**config.mk**
```make
export PLATFORM = sky130hd
export DESIGN_NAME = mmt_timer
export DESIGN_NICKNAME = d
export VERILOG_FILES = /design/src/mmt_pkg.sv /design/src/mmt_clk_div.sv /design/src/mmt_timer.sv
export SDC_FILE = /design/constraint.sdc
export NUM_CORES = 1
export LEC_CHECK = 0
export BUFFER_PORTS_ARGS = -buffer_cell sky130_fd_sc_hd__buf_2
export CORE_UTILIZATION = 60
export DETAILED_ROUTE_END_ITERATION = 6
export GPL_ROUTABILITY_DRIVEN = 0
export PLACE_DENSITY = 0.83
export SYNTH_ARGS = -nofsm -noshare
export SYNTH_HDL_FRONTEND = slang
export SYNTH_SLANG_ARGS = --single-unit
```
**constraint.sdc**
```tcl
create_clock -name clk_i -period 4.41 [get_ports clk_i]
set_input_delay 0.882 -clock clk_i [delete_from_list [all_inputs] [get_ports clk_i]]
set_output_delay 0.882 -clock clk_i [all_outputs]
set_load 0.005 [all_outputs]
```
**src/mmt_pkg.sv**
```systemverilog
// Package of constants and carrier types for the multi-mode timer counter
package mmt_pkg;

  // ---------------------------------------------------------------
  // Widths and values after reset
  // ---------------------------------------------------------------
  localparam int MMT_CNT_W = 16;
  localparam int MMT_DIV_W = 3;
  localparam logic [15:0] MMT_CNT_RST = 16'h0000;
  localparam logic [15:0] MMT_CNT_MAX = 16'hffff;
  localparam logic [15:0] MMT_PERIOD_RST = 16'h0000;
  localparam logic [2:0] MMT_DIV_RST = 3'h0;

  // ---------------------------------------------------------------
  // Counting modes, selected by count_mode_bits
  // ---------------------------------------------------------------
  typedef enum logic [1:0] {
    MMT_MODE_STOP = 2'h0,
    MMT_MODE_UP = 2'h1,
    MMT_MODE_CONT = 2'h2,
    MMT_MODE_UPDN = 2'h3
  } mmt_mode_t;

  // Count direction memory
  typedef enum logic {
    MMT_DIR_UP = 1'b0,
    MMT_DIR_DOWN = 1'b1
  } mmt_dir_t;

  // ---------------------------------------------------------------
  // Carrier structs
  // ---------------------------------------------------------------
  typedef struct packed {
    mmt_mode_t count_mode_bits;
    logic [1:0] div_sel;
    logic counter_clear_bit;
  } mmt_ctrl_t;

  typedef struct packed {
    logic period_match_ie;
    logic timer_wrap_ie;
    logic global_irq_enable;
  } mmt_irq_en_t;

  typedef struct packed {
    logic period_match_flag;
    logic timer_wrap_flag;
  } mmt_flags_t;

endpackage : mmt_pkg

```
**src/mmt_clk_div.sv**
```systemverilog
// Timer clock synchroniser and input divider for the timer counter
`timescale 1ns/10ps
`default_nettype none
module mmt_clk_div
  import mmt_pkg::*;
(
  input wire logic clk_i,
  input wire logic rstn_i,
  input wire logic tclk_i,
  input wire logic [1:0] div_sel_i,
  input wire logic clear_i,
  output logic tick_o,
  output logic phase_high_o
);

  // ---------------------------------------------------------------
  // State
  // ---------------------------------------------------------------
  typedef struct packed {
    logic sync1;
    logic sync2;
    logic prev;
    logic [MMT_DIV_W-1:0] div;
  } mmt_div_state_t;

  mmt_div_state_t st;
  mmt_div_state_t next_st;
  logic [MMT_DIV_W-1:0] mask;
  logic src_rise;

  // Mask of divider bits that must be all ones before a divided edge
  always_comb
  begin
    mask = MMT_DIV_W'((1 << div_sel_i) - 1);
    src_rise = st.sync2 & ~st.prev;
    tick_o = src_rise & ((st.div & mask) == mask);
    // High phase is the first half of a divided period
    if (div_sel_i == 2'h0)
    begin
      phase_high_o = st.sync2;
    end
    else
    begin
      phase_high_o = ~st.div[div_sel_i - 2'h1];
    end
  end

  // Next state; sync1 feeds sync2 only
  always_comb
  begin
    next_st = st;
    next_st.sync1 = tclk_i;
    next_st.sync2 = st.sync1;
    next_st.prev = st.sync2;
    if (clear_i)
    begin
      next_st.div = MMT_DIV_RST;
    end
    else if (src_rise)
    begin
      next_st.div = st.div + MMT_DIV_W'(1);
    end
  end

  // Register the state
  always_ff @(posedge clk_i)
  begin
    if (!rstn_i)
    begin
      st <= '0;
    end
    else
    begin
      st <= next_st;
    end
  end

endmodule : mmt_clk_div
`default_nettype wire

```
**src/mmt_timer.sv**
```systemverilog
// Multi-mode 16-bit timer counter with period compare and event flags
// Operation
// [RULE1] Changing mode bits only stops or starts; the count value is kept.
// [RULE2] Direction lives in a flip-flop, kept across stops, reset by clear.
// [RULE3] Up mode counts until count reaches or passes period, then zero.
// [RULE4] Up mode sets period match when count reaches the period value.
// [RULE5] Up mode sets wrap on period-to-zero; flags ignore enables.
// [RULE6] Interrupt only when flag, its enable and global enable all set.
// [RULE7] Larger or equal period while running: simply count to it.
// [RULE8] Smaller period in high clock phase: roll or reverse next edge.
// [RULE9] Smaller period in low phase: one more count under old period.
// [RULE10] Continuous mode counts from present value to ffff then zero.
// [RULE11] Continuous mode sets wrap on ffff to zero.
// [RULE12] Continuous mode: period register is a plain compare register.
// [RULE13] Up/down mode counts up to period, then back down to zero.
// [RULE14] Up/down: match on period-1 to period, wrap on one to zero.
// [RULE15] Up/down: each flag once per period, half a period apart.
// [RULE16] Up/down counting up: period update handled as in up mode.
// [RULE17] Up/down counting down: new period waits until count hits zero.
// [RULE18] Clear resets count, divider and direction; then counts up.
// [RULE19] Mode bits pick stop, up, continuous, up/down; timer edge counts.
// [RULE20] Flags set only by counting, never by a software count write.
// [RULE21] Period zero halts up modes; nonzero write restarts from zero.
// [RULE22] Flags stay set until software clears them.
`timescale 1ns/10ps
`default_nettype none
module mmt_timer
  import mmt_pkg::*;
#(
  parameter int CNT_W = MMT_CNT_W
)
(
  input wire logic clk_i,
  input wire logic rstn_i,
  input wire logic tclk_i,
  input wire mmt_ctrl_t ctrl_i,
  input wire mmt_irq_en_t irq_en_i,
  input wire logic period_wr_i,
  input wire logic [CNT_W-1:0] period_data_i,
  input wire logic counter_wr_i,
  input wire logic [CNT_W-1:0] counter_data_i,
  input wire mmt_flags_t flag_clr_i,
  output logic [CNT_W-1:0] counter_value_o,
  output logic [CNT_W-1:0] period_compare_register_o,
  output logic count_down_o,
  output mmt_flags_t flags_o,
  output logic irq_o
);

  // ---------------------------------------------------------------
  // State of the counter
  // ---------------------------------------------------------------
  typedef struct packed {
    logic [CNT_W-1:0] cnt;
    mmt_dir_t dir;
    logic [CNT_W-1:0] period;
    logic [CNT_W-1:0] eff;
    logic pend;
    logic pend_at_zero;
    logic [CNT_W-1:0] pend_val;
    mmt_flags_t flags;
  } mmt_state_t;

  localparam logic [CNT_W-1:0] ZERO = CNT_W'(MMT_CNT_RST);
  localparam logic [CNT_W-1:0] ONE = CNT_W'(1);
  localparam logic [CNT_W-1:0] TOP = CNT_W'(MMT_CNT_MAX);

  mmt_state_t st;
  mmt_state_t next_st;
  logic tick;
  logic phase_high;
  logic match_ev;
  logic wrap_ev;
  logic [CNT_W-1:0] lim;
  logic adopt_now;

  // ---------------------------------------------------------------
  // Timer clock: synchronised, divided, reset by the clear bit
  // ---------------------------------------------------------------
  mmt_clk_div u_div (
    .clk_i(clk_i),
    .rstn_i(rstn_i),
    .tclk_i(tclk_i),
    .div_sel_i(ctrl_i.div_sel),
    .clear_i(ctrl_i.counter_clear_bit), // [RULE18]
    .tick_o(tick),
    .phase_high_o(phase_high)
  );

  // True when the limited modes are selected
  function automatic logic limited_mode(input mmt_mode_t m);
    limited_mode = (m == MMT_MODE_UP) || (m == MMT_MODE_UPDN);
  endfunction : limited_mode

  // ---------------------------------------------------------------
  // Next-state logic
  // ---------------------------------------------------------------
  always_comb
  begin
    next_st = st;
    match_ev = 1'b0;
    wrap_ev = 1'b0;
    adopt_now = 1'b0;
    lim = st.eff;

    // Counting steps; mode change itself never touches cnt [RULE1]
    if (tick)
    begin
      case (ctrl_i.count_mode_bits) // [RULE19]
        MMT_MODE_UP:
        begin
          if (st.eff != ZERO) // Zero period halts [RULE21]
          begin
            if (st.cnt >= lim) // [RULE3]
            begin
              next_st.cnt = ZERO;
              wrap_ev = 1'b1; // [RULE5]
            end
            else
            begin
              next_st.cnt = st.cnt + ONE;
              match_ev = (st.cnt + ONE) == lim; // [RULE4]
            end
            // Low-phase shrink: old period served one count [RULE9]
            adopt_now = st.pend && !st.pend_at_zero;
          end
        end
        MMT_MODE_CONT:
        begin
          // Period register acts as a plain compare [RULE12]
          next_st.cnt = st.cnt + ONE; // Wraps at top [RULE10]
          wrap_ev = st.cnt == TOP; // [RULE11]
          match_ev = (st.cnt + ONE) == st.period;
        end
        MMT_MODE_UPDN:
        begin
          if (st.eff != ZERO) // [RULE21]
          begin
            if (st.dir == MMT_DIR_UP)
            begin
              if (st.cnt >= lim) // Reverse at the period [RULE13]
              begin
                next_st.dir = MMT_DIR_DOWN; // [RULE2]
                next_st.cnt = st.cnt - ONE;
                wrap_ev = st.cnt == ONE; // Period of one [RULE14]
              end
              else
              begin
                next_st.cnt = st.cnt + ONE;
                match_ev = (st.cnt + ONE) == lim; // [RULE14] [RULE15]
              end
              adopt_now = st.pend && !st.pend_at_zero; // [RULE16]
            end
            else
            begin
              if (st.cnt == ZERO)
              begin
                next_st.dir = MMT_DIR_UP;
                next_st.cnt = ONE;
                match_ev = ONE == lim;
              end
              else
              begin
                next_st.cnt = st.cnt - ONE;
                wrap_ev = st.cnt == ONE; // [RULE14] [RULE15]
              end
              // Down-count update waits for zero [RULE17]
              adopt_now = st.pend && (next_st.cnt == ZERO);
            end
          end
        end
        MMT_MODE_STOP:
        begin
          // Halted; value and direction held [RULE1] [RULE2]
        end
        default:
        begin
          next_st.cnt = st.cnt;
        end
      endcase
    end

    // Deferred period takes over
    if (adopt_now)
    begin
      next_st.eff = st.pend_val;
      next_st.pend = 1'b0;
      next_st.pend_at_zero = 1'b0;
    end

    // Period register write and its timing handling
    if (period_wr_i)
    begin
      next_st.period = period_data_i;
      if (st.eff == ZERO && period_data_i != ZERO
          && limited_mode(ctrl_i.count_mode_bits))
      begin
        // Restart upward from zero after a zero halt [RULE21]
        next_st.cnt = ZERO;
        next_st.dir = MMT_DIR_UP;
        next_st.eff = period_data_i;
        next_st.pend = 1'b0;
      end
      else if (period_data_i >= st.eff || period_data_i == ZERO
               || !limited_mode(ctrl_i.count_mode_bits))
      begin
        next_st.eff = period_data_i; // [RULE7]
        next_st.pend = 1'b0;
      end
      else if (ctrl_i.count_mode_bits == MMT_MODE_UPDN
               && st.dir == MMT_DIR_DOWN)
      begin
        next_st.pend = 1'b1; // [RULE17]
        next_st.pend_at_zero = 1'b1;
        next_st.pend_val = period_data_i;
      end
      else if (phase_high)
      begin
        next_st.eff = period_data_i; // Acts on next edge [RULE8]
        next_st.pend = 1'b0;
      end
      else
      begin
        next_st.pend = 1'b1; // One more old-period count [RULE9]
        next_st.pend_at_zero = 1'b0;
        next_st.pend_val = period_data_i;
      end
    end

    // Software load of the count sets no flag [RULE20]
    if (counter_wr_i)
    begin
      next_st.cnt = counter_data_i;
    end

    // Clear bit resets count and direction memory [RULE18]
    if (ctrl_i.counter_clear_bit)
    begin
      next_st.cnt = ZERO;
      next_st.dir = MMT_DIR_UP;
    end

    // Load and clear override the step, so its events are dropped [RULE20]
    if (counter_wr_i || ctrl_i.counter_clear_bit)
    begin
      match_ev = 1'b0;
      wrap_ev = 1'b0;
    end

    // Flags: set wins over a clear in the same cycle [RULE22]
    next_st.flags.period_match_flag =
      (st.flags.period_match_flag & ~flag_clr_i.period_match_flag)
      | match_ev;
    next_st.flags.timer_wrap_flag =
      (st.flags.timer_wrap_flag & ~flag_clr_i.timer_wrap_flag)
      | wrap_ev;
  end

  // ---------------------------------------------------------------
  // State register
  // ---------------------------------------------------------------
  always_ff @(posedge clk_i)
  begin
    if (!rstn_i)
    begin
      st <= '0;
    end
    else
    begin
      st <= next_st;
    end
  end

  // ---------------------------------------------------------------
  // Outputs; flags are raised regardless of enables
  // ---------------------------------------------------------------
  assign counter_value_o = st.cnt;
  assign period_compare_register_o = st.period;
  assign count_down_o = st.dir == MMT_DIR_DOWN;
  assign flags_o = st.flags;
  // Request needs flag, own enable and global enable [RULE6]
  assign irq_o = irq_en_i.global_irq_enable
    & ((st.flags.period_match_flag & irq_en_i.period_match_ie)
       | (st.flags.timer_wrap_flag & irq_en_i.timer_wrap_ie));

endmodule : mmt_timer
`default_nettype wire

```
# --- After elaboration in Yosys (flattened, before gate mapping) ---
# Cells that the tools add are included.
word_totals:
  out_inout_bits: 36
  regBits: 75
  input_bits: 47
  wordCells: 123
op_classes:
  muxes: 52
  n_bitwise: 18
  n_lt_le_gt_ge: 3
  n_eq_ne: 10
  n_shift: 1
  n_addsub: 5
  n_reduce_logical: 21
ops:
  columns: ["op", "n"]
  rows:
  - ["16-bit two-way mux", 11]
  - ["17-bit two-way mux", 9]
  - ["67-bit two-way mux", 1]
  - ["16-bit logical NOT", 4]
  - ["16-bit case mux with 3 select lines", 1]
  - ["18-bit two-way mux", 2]
  - ["16-bit == test", 2]
  - ["16-bit greater-or-equal comparator", 2]
  - ["16-bit nonzero test", 2]
  - ["1-bit two-way mux", 24]
  - ["16-bit by 1-bit adder with 16-bit output (second input constant)", 1]
  - ["1-bit by 16-bit == test with 1-bit output (first input constant)", 1]
  - ["16-bit by 1-bit == test with 1-bit output (second input constant)", 1]
  - ["16-bit == test (second input constant)", 1]
  - ["16-bit by 1-bit subtractor with 16-bit output (second input constant)", 1]
  - ["1-bit AND", 7]
  - ["1-bit NOT", 7]
  - ["1-bit case mux with 3 select lines", 2]
  - ["1-bit logical AND", 5]
  - ["2-bit == test (second input constant)", 2]
  - ["1-bit logical OR", 4]
  - ["4-bit AND reduction", 1]
  - ["3-bit by 1-bit adder with 3-bit output (second input constant)", 1]
  - ["3-bit AND", 1]
  - ["14 further kinds", 17]

# --- Depth between registers and ports, before layout ---
logic_depth:
  word_depth: 19
  depth_mapped: 13
  ltp_nobuf: 10

# --- Modules after synthesis ---
# A second synthesis with hierarchy kept.
unflattened:
  hier_cells: 879
  hier_area_um2: 6737.7
modules_own_cells:
  columns: ["mod", "area_each_um2", "n_inst", "cells_each"]
  rows:
  - ["mmt_timer", 6417.4, 1, 845]
  - ["mmt_clk_div", 320.3, 1, 34]

# --- Least setup slack after synthesis ---
# OpenSTA, ideal clock, no wires.
synth_path:
  path_type: "input port to flip-flop"
  from: "input ctrl_i[1] in the netlist's numbering"
  to: "register st (netlist bit lim[10])"
  setup_time_ns: 0.059
  required_time_ns: 4.351
  cell_stages: 11
  arrival_ns: 3.146
  path_slack_ns: 1.206
  path_buffers: 2
  path_cell_list: "inv_1 ha_1 mux2i_1 nor2_1 a311oi_1 a21oi_1 or2_2 a21boi_0 clkbuf_1 clkbuf_1 o211a_1"
synth_via:
  elab_chain_cells: 12
synth_lines:
  columns: ["item", "line_no", "source"]
  rows:
  - ["from (decl)", "mmt_timer.sv:36", "input wire mmt_ctrl_t ctrl_i,"]
  - ["1-bit by 2-bit << shifter with 3-bit output", "mmt_clk_div.sv:34", "mask = MMT_DIV_W'((1 << div_sel_i) - 1);"]
  - ["3-bit by 2-bit subtractor with 3-bit output", "mmt_clk_div.sv:34", null]
  - ["3-bit AND", "mmt_clk_div.sv:36", "tick_o = src_rise & ((st.div & mask) == mask);"]
  - ["3-bit == test", "mmt_clk_div.sv:36", null]
  - ["1-bit AND", "mmt_clk_div.sv:36", null]
  - ["1-bit two-way mux", "mmt_timer.sv:107", "if (tick)"]
  - ["18-bit two-way mux", "mmt_timer.sv:184", "if (adopt_now)"]
  - ["16-bit two-way mux", "mmt_timer.sv:217", "else if (phase_high)"]
  - ["16-bit two-way mux", "mmt_timer.sv:210", "else if (ctrl_i.count_mode_bits == MMT_MODE_UPDN"]
  - ["17-bit two-way mux", "mmt_timer.sv:204", "else if (period_data_i >= st.eff || period_data_i == ZERO"]
  - ["17-bit two-way mux", "mmt_timer.sv:195", "if (st.eff == ZERO && period_data_i != ZERO"]
  - ["67-bit two-way mux (*)", "mmt_timer.sv:192", "if (period_wr_i)"]
  - ["to (signal assigned)", "mmt_timer.sv:270", "st <= next_st;"]
  - ["to (decl)", "mmt_timer.sv:68", "mmt_state_t st;"]
# Every way passes the cells marked *; elsewhere a longest branch is shown, timed or not. The select of a mux whose other input is x is not followed.
# A chain may end at the register's enable or synchronous reset.

# --- Worst setup path in the final report ---
layout_path:
  from: "register st (netlist bit counter_value_o[0])"
  to: "register st (netlist bit lim[0])"
layout_via:
  elab_chain_cells: 18
layout_lines:
  columns: ["item", "line_no", "source"]
  rows:
  - ["16-bit by 1-bit subtractor with 16-bit output / 16-bit logical NOT (equally long branches)", "mmt_timer.sv:164, mmt_timer.sv:156", null]
  - ["16-bit two-way mux (*)", "mmt_timer.sv:156", "if (st.cnt == ZERO)"]
  - ["16-bit two-way mux (*)", "mmt_timer.sv:139", "if (st.dir == MMT_DIR_UP)"]
  - ["16-bit two-way mux (*)", "mmt_timer.sv:137", "if (st.eff != ZERO)"]
  - ["16-bit two-way mux (*)", "mmt_timer.sv:109", "case (ctrl_i.count_mode_bits)"]
  - ["16-bit two-way mux (*)", "mmt_timer.sv:107", null]
  - ["16-bit logical NOT (*)", "mmt_timer.sv:168", "adopt_now = st.pend && (next_st.cnt == ZERO);"]
  - ["1-bit logical AND (*)", "mmt_timer.sv:168", null]
  - ["[... 2 more ...]", null, null]
  - ["1-bit case mux with 2 select lines (*)", "mmt_timer.sv:109", null]
  - ["1-bit two-way mux (*)", "mmt_timer.sv:107", null]
  - ["18-bit two-way mux (*)", "mmt_timer.sv:184", null]
  - ["16-bit two-way mux", "mmt_timer.sv:217", null]
  - ["16-bit two-way mux", "mmt_timer.sv:210", null]
  - ["17-bit two-way mux", "mmt_timer.sv:204", null]
  - ["17-bit two-way mux", "mmt_timer.sv:195", null]
  - ["67-bit two-way mux (*)", "mmt_timer.sv:192", null]
# Marked as above.

==> results.toml <==
[worst_hold_path]
hold_start = "u_div.next_st[4]"
worstHoldPathCells = 1
holdPathEnd = "u_div.next_st[3]"
hold_class = "register to register"

[grt]
grt_usage_pct = 36.6
grt_first_pass_wirelength_mm = 32.7
grt_overflow_total = 0
grt_max_degree = 58
antenna_found_initial = 0
grt_pass1_vias = 6343

[finish]
layout.nets = 966
diodes = 0
drive_gt1_share_pct = 16.4
syn2layout_area_growth_pct = 6.53
fin_util_pct = 65.8

[worst_setup_path]
r2r_start = "counter_value_o[0]"
regToRegEndpoint = "lim[0]"
regToRegSetupSlack_ps = 800
path_max_fanout = 18
cp_slowest_cell = "or3b_1"
critical_path_arrival_ps = 3880
crit_path_start_kind = "register"
cp.depth = 10
crit_start = "counter_value_o[0]"
crit_family = "simple AND/OR/NAND/NOR gates"
cp_data_required_time_ps = 4680
critPathKind = "register to register"
cp_num_buf_inv = 1
cp_cell_sequence = "inv_1 -> ha_1 -> or3b_1 -> nor4b_1 -> o21a_1 -> o21ai_1 -> nor4_2 -> o2111ai_4 -> mux2_2 -> o211a_1"
critPathMaxStageDelay_ps = 500
reg2regPathDepth = 10
crit_path_end_kind = "register"

[run_status]
violations = "design-rule violations"
outcome = "finished, violations left"

[yosys]
synth-async-reset-ratio_pct = 0
netlist_top_cells_count = "75 x dfxtp_1, 65 x nand2_1, 55 x nor2_1"
yosys.cell_types.count = 70
avgSynthCellArea_sq_um = 7.82
synth_nets = 946
yosysTopAreaCell = "dfxtp_1"
synth_seq_cells = 75
seq_area_frac_synth_pct = 22.3
synthTopCellsByArea = "dfxtp_1 22%, ha_1 7.3%, mux2i_1 5.5%, xnor2_1 4.3%, buf_4 3.8%"
synth.most_common_cell = "dfxtp_1"
netlist_instances = 860
ys.flop_type = "dfxtp_1"
yosys_warnings = 0
syn_area_sq_um = 6730
synth.top_cell.area_share_pct = 22.3
synth_edf_count = 0

[timing]
setup_ws_ps = 804
drv_slew = 0
skew_ps = 21.1
rsz0062_at_grt = "false"
period_needed_ps = 3610
slew_headroom_pct = 39.7
final_hold_viol_count = 0
max_freq_ghz = 0.277
fin_tns_setup_ps = 0
period_share_pct = 81.8
tightest_slew_ps = 898
setup_viol = 0

[power_and_ir_drop]
vdd_drop_max_uv = 271
powerDensity_nw_per_um2 = 250
power.leakage_uw = 0.00317

[clocking]
cts_tree = "built"
clk-insertion-delay-late_ps = 400
numCtsBuffers = 9
post_cts_buffers = 0
htreeDepth = 3
cts_root_buffer = "clkbuf_8"
cts_hold_buffers = 0
clkTransAtPathRegs_ps = 80
post_cts_resized = 0
clock_sinks = 75
cts.path.max_buffers = 2

[die]
rows = 38
die-area_sq_um = 11600
fp.coreArea_sq_um = 10900
initial_core_util_pct = 61.8
die_h_microns = 108
pin_count = 83
die_w_microns = 108

[detailed_routing]
drc = 2
drt-total-wl_mm = 20.4
ant_nets = 0
drtIter0Drc = 715
vias_per_cell = 6.66
firstDrtPassIters = 7
vias = 6820
routedWlPerCell_microns = 19.9

[placed_design]
port_buffers = 82
dpl.hpwl_mm = 14.8
dp_slack_ps = 731

[job]
cap_violations = 0
-- cell type report --
cell class	count	area (sq um)
clock inverter	6	65.1
clock buffer	9	124
sequential	75	1500
fill	946	3720
multi-input combinational	662	4610
inverter	25	93.8
timing repair buffer	107	598
tap	140	175
-- layout by cell type (no fill, tap or decap), types with 25 or more instances in the layout --
cell type   n
nand2_1    65
ha_1       39
mux2i_1    37
o21ai_0    47
nor2b_1    39
a21oi_1    44
buf_4      25
nor3_1     28
nor2_1     55
dfxtp_1    75
buf_2      82
xnor2_1    33
-- report_power, final --
part | leakage, uW | internal (uW) | switching (uW)
Combinational | 0.00247 | 202 | 292
Sequential | 0.000614 | 706 | 43.6
Clock | 0.0000955 | 259 | 290
-- cell families (layout without fill, tap and decap cells) --
family / after synthesis / in the layout / synth area share (%)
adders and majority gates: 39 / 39 / 7.25
muxes: 53 / 53 / 8.63
buffers and inverters: 123 / 147 / 9.22
AOI/OAI and AO/OA: 209 / 209 / 21.6
and+or+nand+nor: 304 / 304 / 23.5
xor gates and xnor gates: 57 / 57 / 7.42
DFF: 75 / 75 / 22.3
-- flip-flops by register name, indices dropped and copies added (netlist names) --
signal and count:
count_down_o 1, counter_value_o 16, flags_o 2, lim 16, period_compare_register_o 16, st 18, u_div.next_st 2, u_div.st 4
-- worst register-to-register path: cells and delay by family, from the launching register on --
family	cells	cell delay, ps
buf+inv	1	190
flops	1	480
simple gates	3	1210
compound gates	4	890
mux	1	460
fa+ha+maj	1	270
-- layer usage --
layer	routed length, microns	track usage, %	share of wire [%]	vias up
li1	-	-	-	3147
met1	8180	46.6	40	3114
met2	8870	55.7	43	447
met3	2390	10.3	12	112
met4	988	19.4	4.8	0
met5	0	0	0	-
-- worst max-delay path by stage --
stage / to / slack (ps)
after detailed placement: lim[0] / 730
after global routing: lim[0] / 650
final: lim[0] / 800
after global placement: lim[13] / 890
after CTS: lim[0] / 900
after floorplan: lim[10] / 1210
-- stage by stage --
stage               total power [uW]  hold WS (ps)  std cells  instance area [sq um]
floorplan                       1110           412        860                   6730
global placement                1230           417       1009                   6980
detailed placement              1240           427       1009                   6980
CTS                             1780           446       1024                   7170
global route                    1880           488       1024                   7170
finish                          1790           444       1024                   7170
Power figures use the tool's default switching activity.
